===== src/design/qenc_pkg.sv =====
// Shared constants of the quadrature encoder output logic
package qenc_pkg;

   // System clock rate
   localparam int CLOCK_FREQ_KHZ = 250000;

   // Quadrature signal frequency limits per medium
   localparam int COPPER_MAX_FREQ_KHZ = 200;
   localparam int FIBRE_MAX_FREQ_KHZ = 100;

   // Least spacing of channel edges: four edges per period, rounded up
   localparam int COPPER_EDGE_GAP_CYCLES =
      (CLOCK_FREQ_KHZ + 4 * COPPER_MAX_FREQ_KHZ - 1) / (4 * COPPER_MAX_FREQ_KHZ);
   localparam int FIBRE_EDGE_GAP_CYCLES =
      (CLOCK_FREQ_KHZ + 4 * FIBRE_MAX_FREQ_KHZ - 1) / (4 * FIBRE_MAX_FREQ_KHZ);
   localparam int GAP_WIDTH = 10;

   // Standstill timeout and speed measuring window, in microseconds
   localparam int STANDSTILL_TIME_US = 100000;
   localparam int SPEED_WINDOW_US = 1000;
   localparam int CLOCK_FREQ_MHZ = CLOCK_FREQ_KHZ / 1000;

   // Shaft geometry: pulses per revolution and quarter steps per revolution
   localparam int PULSES_PER_REV = 1024;
   localparam int POS_WIDTH = 12;
   localparam logic [POS_WIDTH-1:0] POS_LAST = POS_WIDTH'(4 * PULSES_PER_REV - 1);
   localparam logic [POS_WIDTH-1:0] POS_ZERO = 12'h000;
   // Reference pulse lasts one full channel period at position zero
   localparam logic [POS_WIDTH-1:0] REF_STEPS = 12'h004;

   // Quadrature phase encoding, clockwise order counts upward
   localparam logic [1:0] PHASE_RESET = 2'h0;
   localparam logic [1:0] PHASE_STEP = 2'h1;

   // Edge backlog limits of the pacer
   localparam logic signed [4:0] BACKLOG_MAX = 5'sh07;
   localparam logic signed [4:0] BACKLOG_ONE = 5'sh01;

   // Overspeed edge counter width
   localparam int SPEED_WIDTH = 16;
   localparam logic [SPEED_WIDTH-1:0] SPEED_MAX = 16'hffff;

endpackage


===== src/design/qenc_interval_timer.sv =====
`timescale 1ns/1ps
// Counts up to COUNT after a restart, then holds with expired high
module qenc_interval_timer #(
   parameter int COUNT = 4
) (
   input wire logic clock,
   input wire logic rst_n,
   input wire logic restart,
   output logic expired
);
   localparam int W = $clog2(COUNT + 1);
   localparam logic [W-1:0] LAST = W'(COUNT);

   logic [W-1:0] count_reg;
   logic [W-1:0] count_next;

   // Next count, saturating at the terminal value
   always_comb begin
      count_next = count_reg;
      if (restart) begin
         count_next = '0;
      end else if (count_reg != LAST) begin
         count_next = count_reg + 1'b1;
      end
   end

   // Count register
   always_ff @(posedge clock or negedge rst_n) begin
      if (!rst_n) begin
         count_reg <= '0;
      end else begin
         count_reg <= count_next;
      end
   end

   assign expired = (count_reg == LAST);
endmodule


===== src/design/qenc_edge_pacer.sv =====
`timescale 1ns/1ps
// Holds a signed backlog of sensed steps and releases them spaced apart
module qenc_edge_pacer
   import qenc_pkg::*;
(
   input wire logic clock,
   input wire logic rst_n,
   input wire logic step_valid,
   input wire logic step_cw,
   input wire logic [GAP_WIDTH-1:0] min_gap,
   output logic edge_fire,
   output logic edge_cw,
   output logic overflow
);
   logic signed [4:0] backlog_reg;
   logic signed [4:0] backlog_next;
   logic [GAP_WIDTH-1:0] gap_reg;
   logic [GAP_WIDTH-1:0] gap_next;
   logic signed [4:0] step_in;
   logic signed [4:0] step_out;
   logic signed [4:0] sum;

   // Opposite steps cancel; a full backlog drops the step and reports it
   always_comb begin
      step_in = '0;
      step_out = '0;
      edge_fire = (backlog_reg != '0) && (gap_reg == '0);
      edge_cw = (backlog_reg > 5'sh00); // Signed compare, negative is counterclockwise
      if (step_valid) begin
         step_in = step_cw ? BACKLOG_ONE : -BACKLOG_ONE;
      end
      if (edge_fire) begin
         step_out = edge_cw ? BACKLOG_ONE : -BACKLOG_ONE;
      end
      sum = backlog_reg + step_in - step_out;
      overflow = 1'b0;
      backlog_next = sum;
      if (sum > BACKLOG_MAX || sum < -BACKLOG_MAX) begin
         overflow = 1'b1;
         backlog_next = backlog_reg - step_out;
      end
      gap_next = gap_reg;
      if (edge_fire) begin
         gap_next = min_gap - 1'b1;
      end else if (gap_reg != '0) begin
         gap_next = gap_reg - 1'b1;
      end
   end

   // Backlog and spacing registers
   always_ff @(posedge clock or negedge rst_n) begin
      if (!rst_n) begin
         backlog_reg <= '0;
         gap_reg <= '0;
      end else begin
         backlog_reg <= backlog_next;
         gap_reg <= gap_next;
      end
   end
endmodule


===== src/design/qenc_output_logic.sv =====
`timescale 1ns/1ps
// How it works
// - channel B lags channel A by 90 degrees when turning clockwise
// - every output has an inverted companion line
// - clockwise steps make channel A lead
// - one reference pulse per revolution at zero
// - self check drives fault, both polarities
// - doubled output carries twice the base pulses
// - direction output updated at every channel edge
// - extended option also flags shaft standstill
// - up/down option steers pulses per direction
// - overspeed switch with two independent thresholds
// - fibre link limits signal to 100 kHz
// - copper signal limited to 200 kHz
module qenc_output_logic
   import qenc_pkg::*;
#(
   parameter int STANDSTILL_CYCLES = STANDSTILL_TIME_US * CLOCK_FREQ_MHZ,
   parameter int SPEED_WINDOW_CYCLES = SPEED_WINDOW_US * CLOCK_FREQ_MHZ
) (
   input wire logic clock,
   input wire logic rst_n,
   input wire logic step_valid,
   input wire logic step_cw,
   input wire logic sensor_fault,
   input wire logic fault_clear,
   input wire logic reference_option,
   input wire logic rate_doubling_option,
   input wire logic direction_option,
   input wire logic direction_standstill_option,
   input wire logic up_down_steering_option,
   input wire logic overspeed_option,
   input wire logic fibre_option,
   input wire logic [SPEED_WIDTH-1:0] speed_threshold_1,
   input wire logic [SPEED_WIDTH-1:0] speed_threshold_2,
   output logic chan_a,
   output logic chan_a_n,
   output logic chan_b,
   output logic chan_b_n,
   output logic ref_pulse,
   output logic ref_pulse_n,
   output logic fault,
   output logic fault_n,
   output logic doubled_rate,
   output logic doubled_rate_n,
   output logic direction_cw,
   output logic direction_cw_n,
   output logic standstill,
   output logic standstill_n,
   output logic clockwise_pulse_output,
   output logic clockwise_pulse_output_n,
   output logic counterclockwise_pulse_output,
   output logic counterclockwise_pulse_output_n,
   output logic overspeed_1,
   output logic overspeed_1_n,
   output logic overspeed_2,
   output logic overspeed_2_n
);
   localparam logic [GAP_WIDTH-1:0] COPPER_GAP = GAP_WIDTH'(COPPER_EDGE_GAP_CYCLES);
   localparam logic [GAP_WIDTH-1:0] FIBRE_GAP = GAP_WIDTH'(FIBRE_EDGE_GAP_CYCLES);
   // Quadrature phase codes in clockwise order after the reset code
   localparam logic [1:0] PHASE_A_ONLY = 2'h1;
   localparam logic [1:0] PHASE_BOTH = 2'h2;
   localparam logic [1:0] PHASE_B_ONLY = 2'h3;

   logic [GAP_WIDTH-1:0] min_gap;
   logic edge_fire;
   logic edge_cw;
   logic overflow;
   logic idle_expired;
   logic window_end;

   logic [1:0] phase_reg;
   logic [1:0] phase_next;
   logic [POS_WIDTH-1:0] pos_reg;
   logic [POS_WIDTH-1:0] pos_next;
   logic a_reg;
   logic a_next;
   logic b_reg;
   logic b_next;
   logic ref_reg;
   logic ref_next;
   logic dir_reg;
   logic dir_next;
   logic dir_out_reg;
   logic dir_out_next;
   logic still_reg;
   logic still_next;
   logic dbl_reg;
   logic dbl_next;
   logic cw_out_reg;
   logic cw_out_next;
   logic ccw_out_reg;
   logic ccw_out_next;
   logic fault_reg;
   logic fault_next;
   logic [SPEED_WIDTH-1:0] speed_cnt_reg;
   logic [SPEED_WIDTH-1:0] speed_cnt_next;
   logic over1_reg;
   logic over1_next;
   logic over2_reg;
   logic over2_next;

   // Edge spacing depends on the transmission medium
   assign min_gap = fibre_option ? FIBRE_GAP : COPPER_GAP;

   qenc_edge_pacer u_pacer (
      .clock(clock),
      .rst_n(rst_n),
      .step_valid(step_valid),
      .step_cw(step_cw),
      .min_gap(min_gap),
      .edge_fire(edge_fire),
      .edge_cw(edge_cw),
      .overflow(overflow)
   );

   // Standstill timeout, restarted by every channel edge
   qenc_interval_timer #(
      .COUNT(STANDSTILL_CYCLES)
   ) u_idle_timer (
      .clock(clock),
      .rst_n(rst_n),
      .restart(edge_fire),
      .expired(idle_expired)
   );

   // Periodic speed measuring window
   qenc_interval_timer #(
      .COUNT(SPEED_WINDOW_CYCLES - 1)
   ) u_window_timer (
      .clock(clock),
      .rst_n(rst_n),
      .restart(window_end),
      .expired(window_end)
   );

   // Quadrature phase and shaft position
   always_comb begin
      phase_next = phase_reg;
      pos_next = pos_reg;
      if (edge_fire) begin
         if (edge_cw) begin
            phase_next = phase_reg + PHASE_STEP;
            pos_next = (pos_reg == POS_LAST) ? POS_ZERO : pos_reg + 1'b1;
         end else begin
            phase_next = phase_reg - PHASE_STEP;
            pos_next = (pos_reg == POS_ZERO) ? POS_LAST : pos_reg - 1'b1;
         end
      end
      // Gray sequence 00, 10, 11, 01 on A, B puts B a quarter behind A
      a_next = 1'b0;
      b_next = 1'b0;
      unique case (phase_next)
         PHASE_RESET: begin
            a_next = 1'b0;
            b_next = 1'b0;
         end
         PHASE_A_ONLY: begin
            a_next = 1'b1;
            b_next = 1'b0;
         end
         PHASE_BOTH: begin
            a_next = 1'b1;
            b_next = 1'b1;
         end
         PHASE_B_ONLY: begin
            a_next = 1'b0;
            b_next = 1'b1;
         end
      endcase
      ref_next = reference_option && (pos_next < REF_STEPS);
      dbl_next = rate_doubling_option && (a_next ^ b_next);
   end

   // Direction from the phase transition, standstill from the idle timer
   always_comb begin
      dir_next = dir_reg;
      if (edge_fire) begin
         dir_next = (phase_next == phase_reg + PHASE_STEP);
      end
      dir_out_next = (direction_option || direction_standstill_option) && dir_next;
      still_next = direction_standstill_option && idle_expired;
   end

   // Up/down steering of channel A pulses
   always_comb begin
      cw_out_next = up_down_steering_option && dir_next && a_next;
      ccw_out_next = up_down_steering_option && !dir_next && a_next;
   end

   // Sticky fault; a new fault wins over a clear in the same cycle
   always_comb begin
      fault_next = fault_reg;
      if (fault_clear) begin
         fault_next = 1'b0;
      end
      if (sensor_fault || overflow) begin
         fault_next = 1'b1;
      end
   end

   // Edges counted per window and compared with both thresholds
   always_comb begin
      speed_cnt_next = speed_cnt_reg;
      over1_next = over1_reg;
      over2_next = over2_reg;
      if (window_end) begin
         over1_next = overspeed_option && (speed_cnt_reg > speed_threshold_1);
         over2_next = overspeed_option && (speed_cnt_reg > speed_threshold_2);
         speed_cnt_next = SPEED_WIDTH'(edge_fire);
      end else if (edge_fire && speed_cnt_reg != SPEED_MAX) begin
         speed_cnt_next = speed_cnt_reg + 1'b1;
      end
   end

   // Signal path registers
   always_ff @(posedge clock or negedge rst_n) begin
      if (!rst_n) begin
         phase_reg <= PHASE_RESET;
         pos_reg <= POS_ZERO;
         a_reg <= 1'b0;
         b_reg <= 1'b0;
         ref_reg <= 1'b0;
         dbl_reg <= 1'b0;
      end else begin
         phase_reg <= phase_next;
         pos_reg <= pos_next;
         a_reg <= a_next;
         b_reg <= b_next;
         ref_reg <= ref_next;
         dbl_reg <= dbl_next;
      end
   end

   // Direction and standstill registers
   always_ff @(posedge clock or negedge rst_n) begin
      if (!rst_n) begin
         dir_reg <= 1'b1;
         dir_out_reg <= 1'b0;
         still_reg <= 1'b0;
      end else begin
         dir_reg <= dir_next;
         dir_out_reg <= dir_out_next;
         still_reg <= still_next;
      end
   end

   // Steering registers
   always_ff @(posedge clock or negedge rst_n) begin
      if (!rst_n) begin
         cw_out_reg <= 1'b0;
         ccw_out_reg <= 1'b0;
      end else begin
         cw_out_reg <= cw_out_next;
         ccw_out_reg <= ccw_out_next;
      end
   end

   // Fault register
   always_ff @(posedge clock or negedge rst_n) begin
      if (!rst_n) begin
         fault_reg <= 1'b0;
      end else begin
         fault_reg <= fault_next;
      end
   end

   // Overspeed registers
   always_ff @(posedge clock or negedge rst_n) begin
      if (!rst_n) begin
         speed_cnt_reg <= '0;
         over1_reg <= 1'b0;
         over2_reg <= 1'b0;
      end else begin
         speed_cnt_reg <= speed_cnt_next;
         over1_reg <= over1_next;
         over2_reg <= over2_next;
      end
   end

   // True outputs straight from registers
   assign chan_a = a_reg;
   assign chan_b = b_reg;
   assign ref_pulse = ref_reg;
   assign fault = fault_reg;
   assign doubled_rate = dbl_reg;
   assign direction_cw = dir_out_reg;
   assign standstill = still_reg;
   assign clockwise_pulse_output = cw_out_reg;
   assign counterclockwise_pulse_output = ccw_out_reg;
   assign overspeed_1 = over1_reg;
   assign overspeed_2 = over2_reg;

   // Inverted companion lines
   assign chan_a_n = ~a_reg;
   assign chan_b_n = ~b_reg;
   assign ref_pulse_n = ~ref_reg;
   assign fault_n = ~fault_reg;
   assign doubled_rate_n = ~dbl_reg;
   assign direction_cw_n = ~dir_out_reg;
   assign standstill_n = ~still_reg;
   assign clockwise_pulse_output_n = ~cw_out_reg;
   assign counterclockwise_pulse_output_n = ~ccw_out_reg;
   assign overspeed_1_n = ~over1_reg;
   assign overspeed_2_n = ~over2_reg;
endmodule


===== config.mk =====
export PLATFORM = sky130hd
export DESIGN_NAME = qenc_output_logic
export DESIGN_NICKNAME = d
export VERILOG_FILES = /design/src/design/qenc_pkg.sv /design/src/design/qenc_interval_timer.sv /design/src/design/qenc_edge_pacer.sv /design/src/design/qenc_output_logic.sv
export SDC_FILE = /design/constraint.sdc
export NUM_CORES = 1
export LEC_CHECK = 0
export BUFFER_PORTS_ARGS = -buffer_cell sky130_fd_sc_hd__buf_2
export CAP_MARGIN = 20
export CORE_ASPECT_RATIO = 1.1
export CORE_MARGIN = 2
export CORE_UTILIZATION = 40
export CTS_CLUSTER_DIAMETER = 40
export DETAILED_ROUTE_END_ITERATION = 6
export GPL_TIMING_DRIVEN = 0
export PLACE_DENSITY = 0.55
export SETUP_SLACK_MARGIN = 0.3
export SLEW_MARGIN = 20
export SYNTH_ARGS = -nofsm -noshare
export SYNTH_HDL_FRONTEND = slang
export SYNTH_HIERARCHICAL = 1
export SYNTH_SLANG_ARGS = --single-unit

===== constraint.sdc =====
create_clock -name clock -period 11.4 [get_ports clock]
set_input_delay 1.14 -clock clock [delete_from_list [all_inputs] [get_ports clock]]
set_output_delay 1.14 -clock clock [all_outputs]
set_load 0.01 [all_outputs]

==> results of run 1 <==
## metrics by stage
| step | instances | hold slack [ps] | setup WS, ps | power [uW] |
|---|---|---|---|---|
| finish | 1117 | 507 | 6860 | 1090 |
| global route | 1117 | 528 | 6510 | 1160 |
| CTS | 1117 | 511 | 6860 | 1100 |
| detailed placement | 1101 | 500 | 6890 | 730 |
| global placement | 1100 | 495 | 6870 | 716 |
| floorplan | 800 | 473 | 7640 | 650 |
## cells by family after synthesis
group	after synthesis	synth area share
compound gates	156	0.147
xor+xnor	45	0.0588
fa+ha+maj	56	0.106
buf+inv	101	0.0561
flops	100	0.360
mux	12	0.0203
other cells	2	0.00108
simple gates	304	0.250
## power by group through the flow
| stage | Sequential (uW) | Clock [uW] | Combinational, uW |
|---|---|---|---|
| floorplan | 384 | 0 | 265 |
| global placement | 387 | 0 | 329 |
| detailed placement | 387 | 0 | 343 |
| CTS | 380 | 377 | 345 |
| global route | 382 | 392 | 386 |
| finish | 380 | 368 | 342 |
## final cells by class
type | count | area, um2
well taps | 234 | 293
flip-flops and latches | 100 | 2500
fillers | 1671 | 8960
inverters | 82 | 308
plain buffers | 19 | 82.6
clock buffers | 9 | 225
clock inverters | 7 | 128
multi-input cells | 599 | 4150
repair buffers | 67 | 364
## routing by layer
| layer | up-vias | share of wire | GRT usage |
|---|---|---|---|
| li1 | 2962 | - | - |
| met1 | 2787 | 0.46 | 0.236 |
| met2 | 115 | 0.49 | 0.316 |
| met3 | 22 | 0.036 | 0.0327 |
| met4 | 2 | 0.016 | 0.0515 |
| met5 | - | 0.00081 | 0 |
## layout by cell type (no fill, tap or decap), types with 23 or more instances in the layout
cell type / n
xnor2_1: 23
nor2_1: 69
inv_1: 81
buf_2: 68
o21ai_0: 37
nand2_1: 39
ha_1: 51
conb_1: 26
dfrtp_1: 99
nand3_1: 28
a21oi_1: 54
## worst reg2reg max path, stage by stage (launching register included)
cell,delay (ps)
dfrtp_1,420
nor4_1,550
o2111a_1,360
buf_1,750
ha_1,390
inv_1,60
ha_1,160
inv_1,60
fa_1,400
nand2b_1,160
o2bb2ai_1,150
xnor3_2,440
mux2i_4,300
inv_1,70
nor2_1,90
o21ai_0,70
## worst paths after layout
| check | end | cells after the start | from |
|---|---|---|---|
| setup / recovery | fault | 15 | u_pacer/gap_reg[2] |
| hold / removal | phase_reg[1] | 1 | phase_reg[1] |
| setup reg to reg | fault | 15 | u_pacer/gap_reg[2] |
| hold reg to reg | phase_reg[1] | 1 | phase_reg[1] |
| max in group asynchronous | dir_reg | 2 | rst_n |
| min in group asynchronous | speed_cnt_reg[9] | 1 | rst_n |
==> metrics, run 1 <==
Async SR Flop Fraction=1.00; # Post-CTS Setup Buffers=0; crit share post-route=0.398; CTS tree=yes; drt drc=0; Core Footprint=0.0170 mm2; clock network power share=0.338; Vias/cell=5.27; Vias=5888; critical-path cell list=nor4_1 > o2111a_1 > buf_1 > ha_1 > inv_1 > ha_1 > inv_1 > fa_1 > nand2b_1 > o2bb2ai_1 > xnor3_2 > mux2i_4 > inv_1 > nor2_1 > o21ai_0; Critical Path AT=4790 ps; DP Area=0.00770 mm2; max_slew headroom=0.348; routed len/inst=14.3 um; initial core utilization=0.409; Synth-to-Final Area Change=15.8%; Max Buffers Root-to-Sink=2; I/O Buffers=66; most frequent cell after synthesis=dfrtp_1; max FFs per register=25; status=completed; Internal=741 uW; CP required=11650 ps; Worst R2R Setup Slack=6860 ps; clock sinks=100; Synth Warn #=6; largest stage delay on the critical path=750 ps; LEAKAGE=0.00378 uW; crit path time final=4540 ps; clock-pin transition on the worst setup and hold timing paths=80 ps; Final Setup Violations=0; DP Wirelength=12000 um; Synth Area per Inst=8.96 um2; skew final=9.44 ps; die outline height=142 um; Worst-Skew Late Latency=360 ps; Buf/Inv on CP=4; post-synthesis register bit count=100; first-pass GRT wire length=27500 um; Mapped Cells=776; CP top delay family=buffers and inverters; EDFF count, synth=0; Clk Tree Root Cell=clkbuf_16; combinational power share=0.313; VDD IR max=0.000234 V; CP Capture Type=flop; Rows=50; Yosys top cell area share=0.356; crit start category=flop; DR iter-0 viols=368; Die W=130 um; share of layout cells above drive strength 1=0.136; Die ar.=0.0185 mm2; worst-path fanout max=19; routability cong.=0.859; Hold Fails Final Rpt=0; power share of the sequential group=0.349; Pre-antenna DRT Iters=5; crit path kind=flop to flop; Top cell by count, worst path=inv_1; CP max-delay cell=buf_1; number of distinct library cells after synthesis=77; Sw Ratio=0.320; final core occ=0.473; max_cap viols=0; CTS buffer count=9; area leader, netlist=dfrtp_1; Post-CTS Resized=0; Hold Buf Count CTS=0; initial antenna violation count=1; Fmax achieved=220 MHz; Detailed Route WL=16000 um; Post-synth top cells=dfrtp_1 (99), inv_1 (81), nor2_1 (69); I/O pin total=67; Nets=979; vias in the first global route=5849; Setup TNS=0 ps; Synth Flop Type=dfrtp_1; net load switching power=349 uW; design area=0.00805 mm2; top cells by area, synth=dfrtp_1 (36%), ha_1 (9.2%), inv_1 (4.4%), a21oi_1 (3.9%), nor2_1 (3.7%); GR Overflow Total=0; Post-Syn Area=0.00695 mm2; Final ANT Viol Nets=0; n_diodes=0; largest net degree at the start of global routing=62; Slew Viols, Final=0; worst slew pin tran=978 ps; RSZ-0062 raised after global routing=false; H-tree depth=3; gr usage total=0.184; Power Density=135 mW/mm2; share of the yosys chip area belonging to registers=0.360; worst hold path class=flop to flop
No activity file was read; power rests on OpenSTA's default activity.
==> run 2: changes to the inputs <==
Settings changed: ABC_AREA from default to 1, PLACE_DENSITY 0.55 to 0.54.
Clock period 11.4 ns to 4.55 ns, I/O delays scaled along.
==> run 2 against run 1 <==
Compared with the run above:
- flip-flop and latch count did not move
- sequential power increased by 150%
- first-iteration DRC count down 14%
- via count grew 18%
- register-to-register slack got worse by 6000 ps
- sequential share of layout area is 2.6 points lower
- final cell count rose by 30%
- combinational power grew 140%
- count of clock-buffer cells in the layout grew 1
- fmax rose by 24%
- die area increased by 11%
- critical endpoint unchanged
- highest routed layer is now met4
==> metrics, run 2 <==
max_cap viols=0 (unchanged); # Post-CTS Setup Buffers=0 (unchanged); Vias=6938 (was 5888); Final Setup Violations=0 (unchanged); Final ANT Viol Nets=0 (unchanged); area leader, netlist=dfrtp_1 (unchanged); Nets=1302 (was 979); Clk Tree Root Cell=clkbuf_16 (unchanged); EDFF count, synth=0 (unchanged); worst r2r dst=fault (unchanged); Setup TNS=0 ps (unchanged); dpl ws=832 ps (was 6890 ps); routed len/inst=12.2 um (was 14.3 um); RSZ-0062 raised after global routing=false (unchanged); Die W=137 um (was 130 um); max_slew headroom=0.574 (was 0.348); crit path kind=flop to flop (unchanged); number of distinct library cells after synthesis=51 (was 77); top cells by area, synth=dfrtp_1 (32%), nand2_1 (13%), ha_1 (8.2%), inv_1 (8.2%), nor2_1 (7.3%) (was dfrtp_1 (36%), ha_1 (9.2%), inv_1 (4.4%), a21oi_1 (3.9%), nor2_1 (3.7%)); Reg2Reg Depth=17 (was 15); clock sinks=100 (unchanged); Buf/Inv on CP=1 (was 4); CP Capture Type=flop (unchanged); largest net degree at the start of global routing=61 (was 62); crit path time final=3650 ps (was 4540 ps); gr usage total=0.187 (was 0.184); Synth Area per Inst=6.94 um2 (was 8.96 um2); drt drc=0 (unchanged); Yosys top cell area share=0.319 (was 0.356); Core Footprint=0.0191 mm2 (was 0.0170 mm2); DP Wirelength=13800 um (was 12000 um); Pre-antenna DRT Iters=5 (unchanged); most frequent cells in the layout=nand2_1 (260), inv_1 (170), nor2_1 (152) (was dfrtp_1 (99), inv_1 (81), nor2_1 (69)); Slew Viols, Final=0 (unchanged); Pwr Total=2610 uW (was 1090 uW); Synth Flop Type=dfrtp_1 (unchanged); Hold Fails Final Rpt=0 (unchanged); Critical Path AT=3890 ps (was 4790 ps); Synth-to-Final Area Change=13.1% (was 15.8%); initial antenna violation count=0 (was 1); I/O Buffers=66 (unchanged); worst-path fanout max=10 (was 19); Async SR Flop Fraction=1.00 (unchanged); Vias/cell=4.77 (was 5.27); max FFs per register=25 (unchanged); CP max-delay cell=fa_1 (was buf_1); placed cells=1437 (was 1101); initial core utilization=0.407 (was 0.409); Hold Buf Count CTS=0 (unchanged); worst setup margin=896 ps (was 6860 ps); crit start category=flop (unchanged); Max Buffers Root-to-Sink=2 (unchanged); CTS tree=yes (unchanged); CP required=4780 ps (was 11650 ps); worst slew pin tran=637 ps (was 978 ps); most common cell after layout, fill and taps aside=nand2_1 (was dfrtp_1); worst hold path class=input port to asynchronous set/reset pin (was flop to flop); skew final=10.4 ps (was 9.44 ps); share of layout cells above drive strength 1=0.166 (was 0.136); first-pass GRT wire length=30900 um (was 27500 um); Mapped Cells=1119 (was 776); Detailed Route WL=17800 um (was 16000 um); LEAKAGE=0.00461 uW (was 0.00378 uW); Post-synth top cells=nand2_1 (260), inv_1 (170), nor2_1 (152) (was dfrtp_1 (99), inv_1 (81), nor2_1 (69)); vias in the first global route=6611 (was 5849); Post-CTS Resized=0 (unchanged); status=completed (unchanged); GR Overflow Total=0 (unchanged); I/O pin total=67 (unchanged); post-synthesis register bit count=100 (unchanged); die outline height=150 um (was 142 um); most frequent cell after synthesis=nand2_1 (was dfrtp_1); CTS buffer count=9 (unchanged); Power Density=297 mW/mm2 (was 135 mW/mm2); clock-pin transition on the worst setup and hold timing paths=70 ps (was 80 ps); Rows=53 (was 50); n_diodes=0 (unchanged); DR iter-0 viols=318 (was 368); VDD IR max=0.000206 V (was 0.000234 V); share of the yosys chip area belonging to registers=0.322 (was 0.360); Worst-Skew Late Latency=350 ps (was 360 ps); largest stage delay on the critical path=570 ps (was 750 ps); crit share post-route=0.803 (was 0.398); Worst R2R Setup Slack=900 ps (was 6860 ps); Reg-to-Reg Start=u_pacer/gap_reg[7] (was u_pacer/gap_reg[2]); Top cell by count, worst path=nand2_2 (was inv_1); Cell Count, Final, Fillers Out=1453 (was 1117); critical-path cell list=nor2_1 > nand2_1 > nor2_2 > buf_6 > nand2_2 > nor2_1 > fa_1 > fa_1 > o21ai_0 > a21oi_1 > xor2_1 > nand2_2 > nand2_2 > nand2_2 > nand2_2 > nor2_1 > o21ai_0 (was nor4_1 > o2111a_1 > buf_1 > ha_1 > inv_1 > ha_1 > inv_1 > fa_1 > nand2b_1 > o2bb2ai_1 > xnor3_2 > mux2i_4 > inv_1 > nor2_1 > o21ai_0); Synth Warn #=6 (unchanged); routability cong.=0.832 (was 0.859); Die ar.=0.0206 mm2 (was 0.0185 mm2); Post-Syn Area=0.00777 mm2 (was 0.00695 mm2); Fmax achieved=274 MHz (was 220 MHz); CP top delay family=simple AND/OR/NAND/NOR gates (was buffers and inverters); H-tree depth=3 (unchanged)
## run 2: cell count changes in the layout (fill, tap and decap cells not counted), moves of 23 or more
cell,delta
nand3_1,+38
inv_1,+89
nor2_1,+83
nand2_1,+221
nor2_2,+23
nand2_2,+34
## run 2: cell type report
type / instances / area (um2)
Fill cell: 2038 / 10300
Multi-Input combinational cell: 822 / 4490
Sequential cell: 100 / 2500
Inverter: 188 / 707
Timing Repair Buffer: 67 / 364
Tap cell: 247 / 309
Clock buffer: 10 / 239
Clock inverter: 6 / 87.6
Buffer: 13 / 78.8
## run 2: worst max path at each step
stage / start / end / slack [ps] / cells past startpoint
2_1_floorplan: u_pacer/gap_reg[7] / fault / 1310 / 17
4_1_cts: u_pacer/gap_reg[7] / fault / 820 / 17
6_report: u_pacer/gap_reg[7] / fault / 900 / 17
3_3_place_gp: u_pacer/gap_reg[7] / fault / 810 / 17
5_1_grt: u_pacer/gap_reg[7] / fault / 500 / 17
3_5_place_dp: u_pacer/gap_reg[7] / fault / 830 / 17
## run 2: metal layers
metal / GRT usage / vias to the layer above / part of all wire
li1: - / 3680 / -
met3: 0.0286 / 14 / 0.023
met2: 0.324 / 79 / 0.48
met1: 0.242 / 3165 / 0.48
met5: 0 / - / 0
met4: 0.0490 / 0 / 0.012
## run 2: logic make-up after synthesis
group	share of synthesized area
and+or+nand+nor	0.376
buffers and inverters	0.101
AOI/OAI and AO/OA	0.0778
DFF	0.322
adders and majority gates	0.0950
xor gates and xnor gates	0.0269
other	0.000967
## run 2: metrics by stage
step | utilization | cell area [um2] | hold slack, ps
floorplan | - | 7780 | 159
global placement | 0.441 | 8420 | 506
detailed placement | 0.443 | 8460 | 404
CTS | 0.460 | 8780 | 18.5
global route | 0.460 | 8780 | 29.8
finish | 0.460 | 8780 | 8.38
## run 2: report_power, final
group	leakage (uW)	switching, uW	internal, uW
combinational	0.00312	505	304
sequential	0.00132	24.9	924
clock	0.000162	357	498
total	0.00461	886	1730
## run 2: worst register-to-register path, stage by stage, from the launching register on
cell     delay [ps]
dfrtp_1         380
nor2_1          140
nand2_1          90
nor2_2          140
buf_6           170
nand2_2          80
nor2_1          500
fa_1            570
fa_1            460
o21ai_0         190
a21oi_1         130
xor2_1          170
nand2_2          90
nand2_2          70
nand2_2         100
nand2_2          90
nor2_1          100
o21ai_0          80
==> run 3: changes to the inputs <==
Clock period 4.55 ns to 3.5 ns, I/O delays scaled along.
==> run 3 against run 2 <==
Compared with the run above:
- non-clock buffer count rose by 15
- via count up 1.3%
- final cell count rose by 1.0%
- worst setup slack lost 430 ps
- critical path depth is the same
- first-iteration DRC count is 25% higher
- register-to-register slack lost 430 ps
- sequential power grew 30%
==> metrics, run 3 (synthesis results as in run 2) <==
crit path kind=flop to flop (unchanged); net load switching power=1300 uW (was 886 uW); max_slew headroom=0.582 (was 0.574); Clk Tree Root Cell=clkbuf_16 (unchanged); largest net degree at the start of global routing=52 (was 61); Hold Fails Final Rpt=0 (unchanged); Die W=137 um (unchanged); die outline height=150 um (unchanged); GR Overflow Total=0 (unchanged); CP required=3740 ps (was 4780 ps); WHS=172 ps (was 8.38 ps); Worst R2R Setup Slack=470 ps (was 900 ps); skew final=7.63 ps (was 10.4 ps); first-pass GRT wire length=31100 um (was 30900 um); Die ar.=0.0206 mm2 (unchanged); Final Setup Violations=0 (unchanged); worst-path fanout max=5 (was 10); Vias=7029 (was 6938); Detailed Route WL=18200 um (was 17800 um); share of layout cells above drive strength 1=0.183 (was 0.166); most common cell after layout, fill and taps aside=nand2_1 (unchanged); gr usage total=0.189 (was 0.187); placed cells=1437 (unchanged); max FFs per register=25 (unchanged); routability cong.=0.892 (was 0.832); Critical Path AT=3270 ps (was 3890 ps); I/O pin total=67 (unchanged); vias in the first global route=6599 (was 6611); crit path time final=3030 ps (was 3650 ps); worst slew pin tran=621 ps (was 637 ps); Fmax achieved=330 MHz (was 274 MHz); initial antenna violation count=0 (unchanged); initial core utilization=0.407 (unchanged); routed len/inst=12.4 um (was 12.2 um); n_diodes=0 (unchanged); Top cell by count, worst path=nand2_2 (unchanged); Hold Path End=fault; critical-path cell list=nor2_2 > nand2_2 > nor2_4 > buf_6 > nand2_2 > nor2_4 > fa_1 > fa_2 > o21ai_2 > a21oi_2 > xnor2_1 > nand2_1 > nand2_2 > nand2_4 > nand2_8 > nor2_2 > o21ai_0 (was nor2_1 > nand2_1 > nor2_2 > buf_6 > nand2_2 > nor2_1 > fa_1 > fa_1 > o21ai_0 > a21oi_1 > xor2_1 > nand2_2 > nand2_2 > nand2_2 > nand2_2 > nor2_1 > o21ai_0); DR iter-0 viols=397 (was 318); Rows=53 (unchanged); crit share post-route=0.866 (was 0.803); Reg-to-Reg Start=u_pacer/gap_reg[6] (was u_pacer/gap_reg[7]); Reg2Reg Depth=17 (unchanged); drt drc=0 (unchanged); I/O Buffers=66 (unchanged); power share of the sequential group=0.349 (was 0.363); Nets=1317 (was 1302); max_cap viols=0 (unchanged); Core Footprint=0.0191 mm2 (unchanged); H-tree depth=3 (unchanged); Sw Ratio=0.370 (was 0.339); Slew Viols, Final=0 (unchanged); crit start category=flop (unchanged); Worst-Skew Late Latency=360 ps (was 350 ps); Hold Path Origin=fault_clear; Synth-to-Final Area Change=15.2% (was 13.1%); clock network power share=0.289 (was 0.327); combinational power share=0.362 (was 0.310); CP max-delay cell=fa_1 (unchanged); LEAKAGE=0.00466 uW (was 0.00461 uW); Final ANT Viol Nets=0 (unchanged); Pre-antenna DRT Iters=4 (was 5); most frequent cells in the layout=nand2_1 (259), inv_1 (169), nor2_1 (149) (was nand2_1 (260), inv_1 (170), nor2_1 (152)); clock sinks=100 (unchanged); Internal=2220 uW (was 1730 uW); clock-pin transition on the worst setup and hold timing paths=70 ps (about the same); RSZ-0062 raised after global routing=true (was false); Vias/cell=4.79 (was 4.77); final core occ=0.469 (was 0.460); Max Buffers Root-to-Sink=2 (unchanged); CP Capture Type=flop (unchanged); hold depth=2; VDD IR max=0.000304 V (was 0.000206 V); CTS buffer count=9 (unchanged); largest stage delay on the critical path=460 ps (was 570 ps); Power Density=394 mW/mm2 (was 297 mW/mm2); CTS tree=yes (unchanged); Cell Count, Final, Fillers Out=1468 (was 1453); worst hold path class=input port to flop (was input port to asynchronous set/reset pin); worst r2r dst=fault (unchanged); status=completed (unchanged); DP Wirelength=13800 um (about the same)
run 3: cell count changes in the layout (fill, tap and decap cells not counted), moves of 2 or more:
cell | previous run | this run
clkinv_4 | 2 | 0
a21oi_1 | 60 | 58
nor2_4 | 9 | 12
buf_4 | 5 | 17
nor2_1 | 152 | 149
nand3_4 | 0 | 2
a21oi_2 | 1 | 3
clkinvlp_4 | 0 | 4
buf_6 | 2 | 4
nand3_2 | 9 | 7
run 3: power by group through the flow:
stage / clock network (uW) / registers [uW] / logic (uW)
finish: 1020 / 1230 / 1280
global placement: 0 / 1260 / 1090
global route: 1110 / 1240 / 1480
detailed placement: 0 / 1250 / 1110
CTS: 1060 / 1230 / 1150
floorplan: 0 / 1250 / 829
run 3: how the worst max path moves through the flow:
stage,cells after the start,from,slack [ps],endpoint
after global routing,20,u_pacer/gap_reg[6],210,fault
final,17,u_pacer/gap_reg[6],470,fault
after CTS,13,u_pacer/backlog_reg[2],340,counterclockwise_pulse_output
after global placement,17,u_pacer/gap_reg[7],-50,fault
after detailed placement,17,u_pacer/gap_reg[7],-40,fault
after floorplan,17,u_pacer/gap_reg[7],410,fault
run 3: routing by layer:
| layer | share of wire | GRT usage | routed length, um |
|---|---|---|---|
| met3 | 0.037 | 0.0350 | 678 |
| met4 | 0.014 | 0.0433 | 261 |
| met5 | 0 | 0 | 0 |
| met1 | 0.48 | 0.249 | 8720 |
| met2 | 0.47 | 0.321 | 8590 |
run 3: repair_timing:
action | in CTS | in global routing
pin swaps | 3 | 7
hold buffers | 1 | 0
endpoints found under the hold margin | 48 | 0
resized for setup | 5 | 16
buffers inserted | 6 | 8
endpoints found under the setup margin | 8 | 8
run 3: stage by stage:
| stage | setup WS, ps | instance area [um2] | setup TNS (ps) | total power [uW] |
|---|---|---|---|---|
| detailed placement | -43.7 | 8460 | -43.7 | 2370 |
| CTS | 337 | 8820 | 0 | 3450 |
| global placement | -46.8 | 8420 | -46.8 | 2350 |
| floorplan | 409 | 7780 | 0 | 2080 |
| global route | 207 | 8950 | 0 | 3830 |
| finish | 470 | 8950 | 0 | 3530 |
run 3: layout make-up:
| type | count | area [um2] |
|---|---|---|
| Buffer | 13 | 83.8 |
| Clock buffer | 9 | 225 |
| Clock inverter | 7 | 67.6 |
| Fill cell | 1996 | 10100 |
| Inverter | 188 | 711 |
| Multi-Input combinational cell | 822 | 4570 |
| Sequential cell | 100 | 2500 |
| Tap cell | 247 | 309 |
| Timing Repair Buffer | 82 | 483 |
run 3: critical path, delay by kind of cell (launching register included):
family / cells / cell delay, ps
buffers and inverters: 1 / 110
AND/OR/NAND/NOR: 10 / 1090
AO/OA/AOI/OAI: 3 / 310
adder cells (fa/ha/maj): 2 / 890
XOR/XNOR: 1 / 120
flip-flops: 1 / 390
